$ cat src/pkg/mal_pkg.sv
// Package for the mic AGC ceiling and debounce block.
// Assumes a 50 MHz clock and APB with 32-bit data.
package mal_pkg;
  // Register indices; byte address is four times the index
  localparam logic [7:0] HS_LIM_IDX = 8'h26;
  localparam logic [7:0] CELL_LIM_IDX = 8'h27;
  localparam logic [7:0] SETUP_IDX = 8'h28;
  localparam logic [7:0] STAT_IDX = 8'h29;
  localparam int ADDR_W = 12;
  localparam int IDX_LSB = 2;
  // Field positions
  localparam int CEIL_LSB = 9;
  localparam int TOSIL_LSB = 6;
  localparam int TONRM_LSB = 3;
  localparam int THR_LSB = 11;
  localparam int EN_BIT = 0;
  localparam int STAT_HSSIL = 0;
  localparam int STAT_CSIL = 1;
  localparam int STAT_HSG_LSB = 8;
  localparam int STAT_CG_LSB = 16;
  // Reset values
  localparam logic [6:0] CEIL_RST = 7'h7F;
  localparam logic [2:0] DEB_RST = 3'h0;
  localparam logic [2:0] THR_RST = 3'h0;
  // Cell ceiling codes from here up mean 12 dB
  localparam logic [6:0] CELL_12DB_MIN = 7'h5E;
  localparam logic [6:0] CELL_12DB_CODE = 7'h5D;
  // Noise threshold in dB below full scale
  localparam logic [7:0] THR_BASE_DB = 8'h1E;
  localparam logic [7:0] THR_STEP_DB = 8'h0A;
  // Debounce timing
  localparam int CLK_PERIOD_NS = 20;
  localparam int DEB_BASE_NS = 500000;
  localparam int DEB_BASE_CYC = DEB_BASE_NS / CLK_PERIOD_NS;
  localparam int CNT_W = 22;

  // Fields of one limit register
  typedef struct packed {
    logic [6:0] ceil;
    logic [2:0] to_sil;
    logic [2:0] to_nrm;
  } mal_lim_t;

  // One debounce path
  typedef struct packed {
    logic [CNT_W-1:0] cnt;
    logic sil;
  } mal_deb_t;
endpackage

$ cat src/hdl/mal_agc_limit.sv
// Mic AGC gain ceilings and silence debounce, APB slave.
// Assumes level and gain request inputs come from AGC logic
// on clk_i; one access phase cycle per APB transfer.
//
// Register access over APB is this design's own decision.
`timescale 1ns/1ps
module mal_agc_limit
  import mal_pkg::*;
#(
  parameter int DEB_BASE = DEB_BASE_CYC
) (
  input wire logic clk_i,
  input wire logic rst_n_i,
  input wire logic psel_i,
  input wire logic penable_i,
  input wire logic pwrite_i,
  input wire logic [ADDR_W-1:0] paddr_i,
  input wire logic [31:0] pwdata_i,
  input wire logic [7:0] hs_level_i,
  input wire logic [7:0] cell_level_i,
  input wire logic [6:0] hs_gain_req_i,
  input wire logic [6:0] cell_gain_req_i,
  output logic [31:0] prdata_o,
  output logic pready_o,
  output logic pslverr_o,
  output logic [6:0] hs_gain_o,
  output logic [6:0] cell_gain_o,
  output logic hs_silence_o,
  output logic cell_silence_o
);

  typedef struct packed {
    mal_lim_t hs;
    logic [6:0] cell_ceil;
    logic [2:0] thr;
    logic cell_en;
    mal_deb_t hs_d;
    mal_deb_t cell_d;
    logic [6:0] hs_g;
    logic [6:0] cell_g;
    logic [31:0] rdata;
    logic ready;
    logic err;
  } mal_state_t;

  mal_state_t s_r;
  mal_state_t s_nxt;

  // Debounce length in cycles for a 3-bit code
  function automatic logic [CNT_W-1:0] deb_lim(input logic [2:0] c);
    logic [CNT_W-1:0] b;
    b = CNT_W'(DEB_BASE);
    deb_lim = (c == 3'h0) ? '0 : (b << (c - 3'h1));
  endfunction

  // Threshold code to dB below full scale
  function automatic logic [7:0] thr_db(input logic [2:0] c);
    thr_db = THR_BASE_DB;
    if (c > 3'h1) begin
      thr_db = THR_BASE_DB + THR_STEP_DB * 8'(c - 3'h1);
    end
  endfunction

  // One debounce step of a silence/normal path
  function automatic mal_deb_t deb_step(input mal_deb_t d,
      input logic below, input logic [2:0] to_sil,
      input logic [2:0] to_nrm);
    logic cond;
    logic [CNT_W-1:0] lim;
    deb_step = d;
    cond = d.sil ? !below : below;
    lim = d.sil ? deb_lim(to_nrm) : deb_lim(to_sil);
    if (!cond) begin
      deb_step.cnt = '0;
    end else if (lim == '0 || d.cnt + 1'b1 >= lim) begin
      deb_step.sil = !d.sil;
      deb_step.cnt = '0;
    end else begin
      deb_step.cnt = d.cnt + 1'b1;
    end
  endfunction

  logic [7:0] idx;
  logic hs_below;
  logic cell_below;
  logic [6:0] cell_eff;
  logic [2:0] cell_sil_code;
  logic [2:0] cell_nrm_code;

  // Decode, level compare and effective cell ceiling
  always_comb begin
    idx = paddr_i[IDX_LSB +: 8];
    hs_below = hs_level_i > thr_db(s_r.thr);
    cell_below = cell_level_i > thr_db(s_r.thr);
    cell_sil_code = DEB_RST;
    cell_nrm_code = DEB_RST;
    cell_eff = s_r.cell_ceil;
    if (s_r.cell_ceil >= CELL_12DB_MIN) begin
      cell_eff = CELL_12DB_CODE;
    end
  end

  // Next state: registers, debounce and clamped gains
  always_comb begin
    s_nxt = s_r;
    s_nxt.ready = psel_i && !penable_i;
    s_nxt.err = 1'b0;
    if (psel_i && !penable_i) begin
      s_nxt.rdata = '0;
      unique case (idx)
        HS_LIM_IDX: begin
          s_nxt.rdata[CEIL_LSB +: 7] = s_r.hs.ceil;
          s_nxt.rdata[TOSIL_LSB +: 3] = s_r.hs.to_sil;
          s_nxt.rdata[TONRM_LSB +: 3] = s_r.hs.to_nrm;
        end
        CELL_LIM_IDX: begin
          s_nxt.rdata[CEIL_LSB +: 7] = s_r.cell_ceil;
          s_nxt.rdata[TOSIL_LSB +: 3] = cell_sil_code;
          s_nxt.rdata[TONRM_LSB +: 3] = cell_nrm_code;
        end
        SETUP_IDX: begin
          s_nxt.rdata[THR_LSB +: 3] = s_r.thr;
          s_nxt.rdata[EN_BIT] = s_r.cell_en;
        end
        STAT_IDX: begin
          s_nxt.rdata[STAT_HSSIL] = s_r.hs_d.sil;
          s_nxt.rdata[STAT_CSIL] = s_r.cell_d.sil;
          s_nxt.rdata[STAT_HSG_LSB +: 7] = s_r.hs_g;
          s_nxt.rdata[STAT_CG_LSB +: 7] = s_r.cell_g;
        end
        default: begin
          s_nxt.err = 1'b1; // Unmapped address
        end
      endcase
    end
    // Write takes effect at the access edge
    if (psel_i && penable_i && s_r.ready && pwrite_i) begin
      unique case (idx)
        HS_LIM_IDX: begin
          s_nxt.hs.ceil = pwdata_i[CEIL_LSB +: 7];
          s_nxt.hs.to_sil = pwdata_i[TOSIL_LSB +: 3];
          s_nxt.hs.to_nrm = pwdata_i[TONRM_LSB +: 3];
        end
        CELL_LIM_IDX: begin
          s_nxt.cell_ceil = pwdata_i[CEIL_LSB +: 7];
        end
        SETUP_IDX: begin
          s_nxt.thr = pwdata_i[THR_LSB +: 3];
          s_nxt.cell_en = pwdata_i[EN_BIT];
        end
        default: begin
          s_nxt.err = 1'b0; // Read-only or unmapped
        end
      endcase
    end
    s_nxt.hs_d = deb_step(s_r.hs_d, hs_below, s_r.hs.to_sil, s_r.hs.to_nrm);
    s_nxt.hs_g = (hs_gain_req_i > s_r.hs.ceil) ? s_r.hs.ceil : hs_gain_req_i;
    if (s_r.cell_en) begin
      s_nxt.cell_d = deb_step(s_r.cell_d, cell_below, cell_sil_code, cell_nrm_code);
      s_nxt.cell_g = (cell_gain_req_i > cell_eff) ? cell_eff : cell_gain_req_i;
    end else begin
      s_nxt.cell_d = '0;
      s_nxt.cell_g = cell_gain_req_i;
    end
  end

  // State register with synchronous reset
  always_ff @(posedge clk_i) begin
    if (!rst_n_i) begin
      s_r <= '0;
      s_r.hs.ceil <= CEIL_RST;
      s_r.hs.to_sil <= DEB_RST;
      s_r.hs.to_nrm <= DEB_RST;
      s_r.cell_ceil <= CEIL_RST;
      s_r.thr <= THR_RST;
    end else begin
      s_r <= s_nxt;
    end
  end

  // Outputs straight from the state register
  assign prdata_o = s_r.rdata;
  assign pready_o = s_r.ready;
  assign pslverr_o = s_r.err;
  assign hs_gain_o = s_r.hs_g;
  assign cell_gain_o = s_r.cell_g;
  assign hs_silence_o = s_r.hs_d.sil;
  assign cell_silence_o = s_r.cell_d.sil;
endmodule

$ cat config.mk
export PLATFORM = sky130hd
export DESIGN_NAME = mal_agc_limit
export DESIGN_NICKNAME = d
export VERILOG_FILES = /design/src/pkg/mal_pkg.sv /design/src/hdl/mal_agc_limit.sv
export SDC_FILE = /design/constraint.sdc
export NUM_CORES = 1
export LEC_CHECK = 0
export ABC_CLOCK_PERIOD_IN_PS = 10950
export BUFFER_PORTS_ARGS = -buffer_cell sky130_fd_sc_hd__buf_4
export CORE_MARGIN = 5
export CORE_UTILIZATION = 31
export CTS_BUF_LIST = sky130_fd_sc_hd__clkbuf_8
export CTS_CLUSTER_SIZE = 16
export DETAILED_ROUTE_END_ITERATION = 10
export PLACE_DENSITY = 0.47
export SLEW_MARGIN = 20
export SYNTH_ARGS = -nofsm -noshare
export SYNTH_HDL_FRONTEND = slang
export SYNTH_SLANG_ARGS = --single-unit
$ cat constraint.sdc
create_clock -name clk_i -period 10.95 [get_ports clk_i]
set_input_delay 0 -clock clk_i [delete_from_list [all_inputs] [get_ports clk_i]]
set_output_delay 0 -clock clk_i [all_outputs]
set_load 0.005 [all_outputs]
After elaboration in Yosys (flattened, before gate mapping)
Cells that the tools add are included.
{"block": "word_totals", "reg_bits": 86, "latchBits": 0, "mem_bits_rw": 0, "mem_bits_ro": 0, "in_bits": 79, "out_inout_bits": 50, "word_cells": 78, "n_memories": 0}
{"block": "classes", "add_sub_neg": 5, "n_mul": 1, "div": 0, "magnitude_cmp": 7, "eq_ne": 4, "n_shift": 2, "mux": 22, "bitwise_logic": 2, "reduce_logical": 21}
{"cell": "22-bit 2-to-1 mux", "n": 3}
{"cell": "15-bit by 3-bit left shift with 22-bit output, first input constant", "n": 2}
{"cell": "7-bit 2-to-1 mux", "n": 5}
{"cell": "8-bit by 6-bit == test with 1-bit output, second input constant", "n": 4}
{"cell": "22-bit by 1-bit adder with 22-bit output, second input constant", "n": 1}
{"cell": "22-bit >= comparator", "n": 1}
{"cell": "22-bit zero test", "n": 1}
{"cell": "8-bit > comparator", "n": 2}
{"cell": "7-bit > comparator", "n": 2}
{"cell": "3-bit case mux with 4 select lines", "n": 1}
{"cell": "2-bit AND reduction", "n": 5}
{"cell": "3-bit case mux with 3 select lines", "n": 1}
{"cell": "5-bit by 8-bit adder with 8-bit output, first input constant", "n": 1}
{"cell": "3-bit by 8-bit multiplier with 7-bit output, first input constant", "n": 1}
{"cell": "8-bit 2-to-1 mux", "n": 1}
{"cell": "7-bit >= comparator, second input constant", "n": 1}
{"cell": "1-bit 2-to-1 mux", "n": 7}
{"cell": "3-bit zero test", "n": 2}
{"cell": "3-bit OR reduction", "n": 2}
{"cell": "3-bit by 1-bit subtractor with 3-bit output, second input constant", "n": 2}
{"cell": "1-bit zero test", "n": 5}
{"cell": "5-bit 2-to-1 mux", "n": 1}
{"cell": "1-bit logical AND", "n": 4}
{"cell": "1-bit case mux with 2 select lines", "n": 2}
{"cell": "6 further kinds", "n": 7}

Longest topological paths before layout
{"block": "depth", "depth_word": 9, "ltp_mapped": 21, "ltp_nobuf": 19}

Worst setup path after synthesis
No wires, ideal clock.
{"block": "synth_path", "kind": "register to register", "from": "reg s_r[95] (netlist name)", "to": "reg s_r[79] (netlist name)", "arrival_ps": 4287, "required_time_ps": 10888, "path_slack_ps": 6602, "path_stages_with_launch": 21, "path_buffers": 2, "synth_period_minus_slack_ps": 4348, "cell_sequence": "dfxtp_1 -> clkbuf_1 -> inv_1 -> ha_1 -> ha_1 -> inv_1 -> ha_1 -> ha_1 -> fa_1 -> nand2_1 -> xor2_1 -> xnor2_1 -> nand2_1 -> ha_1 -> nand4_1 -> or4b_2 -> o31ai_1 -> xnor2_1 -> nand3_2 -> buf_6 -> nor2b_2"}
{"block": "synth_between", "elab_chain_len": 9}
{"element": "from (decl)", "line_no": "mal_agc_limit.sv:46", "source": "mal_state_t s_r;"}
{"element": "from (signal assigned)", "line_no": "mal_agc_limit.sv:177", "source": "s_r <= s_nxt;"}
{"element": "3-bit by 1-bit subtractor with 4-bit output", "line_no": "mal_agc_limit.sv:60", "source": "thr_db = THR_BASE_DB + THR_STEP_DB * 8'(c - 3'h1);"}
{"element": "3-bit by 8-bit multiplier with 7-bit output", "line_no": "mal_agc_limit.sv:60"}
{"element": "5-bit by 8-bit adder with 8-bit output", "line_no": "mal_agc_limit.sv:60"}
{"element": "8-bit 2-to-1 mux *", "line_no": "mal_agc_limit.sv:59", "source": "if (c > 3'h1) begin"}
{"element": "8-bit > comparator *", "line_no": "mal_agc_limit.sv:93", "source": "hs_below = hs_level_i > thr_db(s_r.thr);"}
{"element": "1-bit zero test", "line_no": "mal_agc_limit.sv:71", "source": "cond = d.sil ? !below : below;"}
{"element": "1-bit 2-to-1 mux *", "line_no": "mal_agc_limit.sv:71"}
{"element": "1-bit inverter (no line) *"}
{"element": "3-bit OR reduction (no line) *"}
Mark *: on every way between the ends. The rest lies on a longest branch, timed or not.
A chain may end at the register's enable or synchronous reset.

Worst setup path in the final report
{"block": "layout_path", "from": "reg s_r[95] (netlist name)", "to": "reg s_r[85] (netlist name)"}
The elaborated chain is that of the path after synthesis.

==> flow_metrics.tcl <==
set metrics [dict create \
    grt_pass1_vias 5004 \
    yosysUniqueCellTypes 67 \
    fin_skew_ns 0.0103 \
    globalRoute.totalOverflow 0 \
    final_common_cell "buf_4" \
    synthXorXnorAreaFrac 0.0464 \
    dr_total_vias 5123 \
    grt_pass1_wl_um 25900 \
    hp-class "primary input to flip-flop" \
    worstRegToRegCells 18 \
    wl_per_cell_um 15.2 \
    worstPathArrival_ns 5.46 \
    startpoint_type "flip-flop" \
    dieArea_um2 22400 \
    insertion_delay_ns 0.37 \
    placedCellCount 1016 \
    synthArstFlopShare 0 \
    drive_gt1_frac 0.183 \
    setup_tns_ns 0 \
    die_h_um 150 \
    viasPerCell 4.82 \
    synth_edf_count 0 \
    yosysWarnings 0 \
    worst-setup-path-type "flip-flop to flip-flop" \
    finalMaxSlewViolations 0 \
    fin_crit_sh 0.471 \
    period_minus_slack_ns 5.16 \
    finalNetCount 945 \
    p_leak_uw 0.00305 \
    synthToLayoutAreaGrowth_pct 18.3 \
    cts_root_buffer "clkbuf_8" \
    path_clk_slew_ns 0.08 \
    ctsHoldBuffers 31 \
    gp_congestion 0.826 \
    cap_viol_max_count 0 \
    die_w_um 150 \
    hold_depth 4 \
    status "finished clean" \
    peakVddDrop_v 0.0000448 \
    netlist_area_um2 6040 \
    synth_top_flop_cell "dfxtp_1" \
    yosys.area.top_type "dfxtp_1" \
    drtPass1Iterations 4 \
    max-slew-margin-rel 0.331 \
    ys_seq_area_frac 0.285 \
    port_buffers 96 \
    placementRows 51 \
    synth_top_area_share 0.285 \
    grt_use_total 0.145 \
    timing.fmax_ghz 0.194 \
    route.detailed.drc 0 \
    synthMuxAreaShare 0.0468 \
    synth_top_family_by_area "simple AND/OR/NAND/NOR gates" \
    yosys_register_bits 86 \
    avgSynthCellArea_um2 8.37 \
    synth_fa_ha_area_frac 0.150 \
    first_iter_violations 266 \
    dpl.hpwl_um 12900 \
    layout_common_cells "buf_4, dfxtp_1, nand2_1" \
    rsz0062_at_grt "false" \
    path_max_fanout 22 \
    fin_cells 1062 \
    synth_area_leaders "dfxtp_1, ha_1, buf_4" \
    antenna_found_initial 0 \
    synthCells 721 \
    cts_buffer_depth 2 \
    worst_slew_pin_slew_ns 1.00 \
    grt_max_degree 36 \
    finalWirelength_um 16100 \
    critPathRequiredTime_ns 11.25 \
    power_density_nw_per_um2 79.9 \
    synthSimpleGateAreaFrac 0.214 \
    diodes 0 \
    ant_nets 0 \
    hold_viol 0 \
    htreeDepth 3 \
    end_kind "flip-flop" \
    coreArea_um2 19300 \
    synth_compound_area_frac 0.155 \
    cts_tree "yes" \
    start_util 0.312 \
    postCtsSetupBuffers 0 \
    cts_sinks 86 \
    numCtsBuffers 9 \
    cts_resized 0 \
    ios 129 \
    finalSetupViolations 0 \
]
-- metal layers --
layer  part of all wire  global-route usage  vias to the layer above
li1                   -                   -                     2607
met1               0.45               0.185                     2416
met2               0.50               0.251                       81
met3              0.035              0.0315                       19
met4              0.016              0.0371                        0
met5                  0                   0                        -
-- final timing paths --
kind | slack [ns] | end | from
max | 5.79 | s_r[85] | s_r[95]
min | 0.04 | s_r[107] | paddr_i[2]
max reg2reg | 5.79 | s_r[85] | s_r[95]
min reg2reg | 0.46 | prdata_o[6] | prdata_o[6]
-- through the flow --
stage | hold slack (ns) | power [µW] | utilization | worst slack [ns] | instance area [µm²]
after floorplan | 0.124 | 356 | - | 6.60 | 6070
after global placement | 0.227 | 380 | 0.345 | 5.93 | 6660
after detailed placement | 0.233 | 381 | 0.345 | 5.75 | 6660
after CTS | 0.0774 | 581 | 0.369 | 5.72 | 7130
after global routing | 0.0481 | 601 | 0.369 | 5.41 | 7140
final | 0.0380 | 571 | 0.369 | 5.79 | 7140
-- state kept, by name (all words and copies together) (netlist names) --
register	flops
pready_o	1
hs_gain_o	7
prdata_o	22
cell_gain_o	7
s_r	46
pslverr_o	1
hs_silence_o	1
cell_silence_o	1
-- worst max-delay path, stage by stage (launching register included) --
cell	delay (ns)
dfxtp_1	0.53
inv_1	0.16
ha_1	0.23
ha_1	0.31
inv_1	0.08
ha_1	0.19
ha_1	0.22
fa_1	0.56
nand2_1	0.08
xor2_1	0.17
xnor2_1	0.13
nand2_1	0.11
ha_1	0.33
nand4_1	0.12
or4b_2	0.64
o31ai_1	0.16
xnor2_1	0.20
nand3_2	0.57
nor2b_2	0.28
-- cell type report --
class	count	area (µm²)
timing repair buffer	131	1060
inverter	33	124
sequential	86	1720
tap	265	332
clock inverter	5	30.0
fill	1984	12200
clock buffer	9	124
multi-input combinational	533	3750
-- cell families after synthesis --
family / after synthesis
buf+inv: 111
xor+xnor: 32
compound gates: 145
flops: 86
mux: 28
simple gates: 246
other cells: 1
fa+ha+maj: 72
-- power breakdown --
part	switching, µW	leakage, µW	total [µW]	internal [µW]
Sequential	4.31	0.000698	321	316
Combinational	27.4	0.00227	61.3	33.8
Clock	110	0.0000821	189	78.5
-- Yosys cell counts (all sizes together) (3+ instances only) --
| cell type | instances |
|---|---|
| dfxtp | 86 |
| nand2 | 74 |
| ha | 71 |
| a21oi | 62 |
| buf | 55 |
| nor2 | 53 |
| nand3 | 34 |
| inv | 33 |
| nor2b | 28 |
| mux2i | 26 |
| clkbuf | 23 |
| xnor2 | 19 |
| o21ai | 16 |
| a22oi | 15 |
| xor2 | 13 |
| nand4 | 10 |
| a21o | 9 |
| o211ai | 9 |
| nand2b | 8 |
| nor3 | 8 |
| and3 | 6 |
| a211oi | 5 |
| and4 | 5 |
| a31oi | 4 |
| and2 | 4 |
| nor4b | 3 |
| o22a | 3 |
| or4b | 3 |
Power figures use the tool's default switching activity.
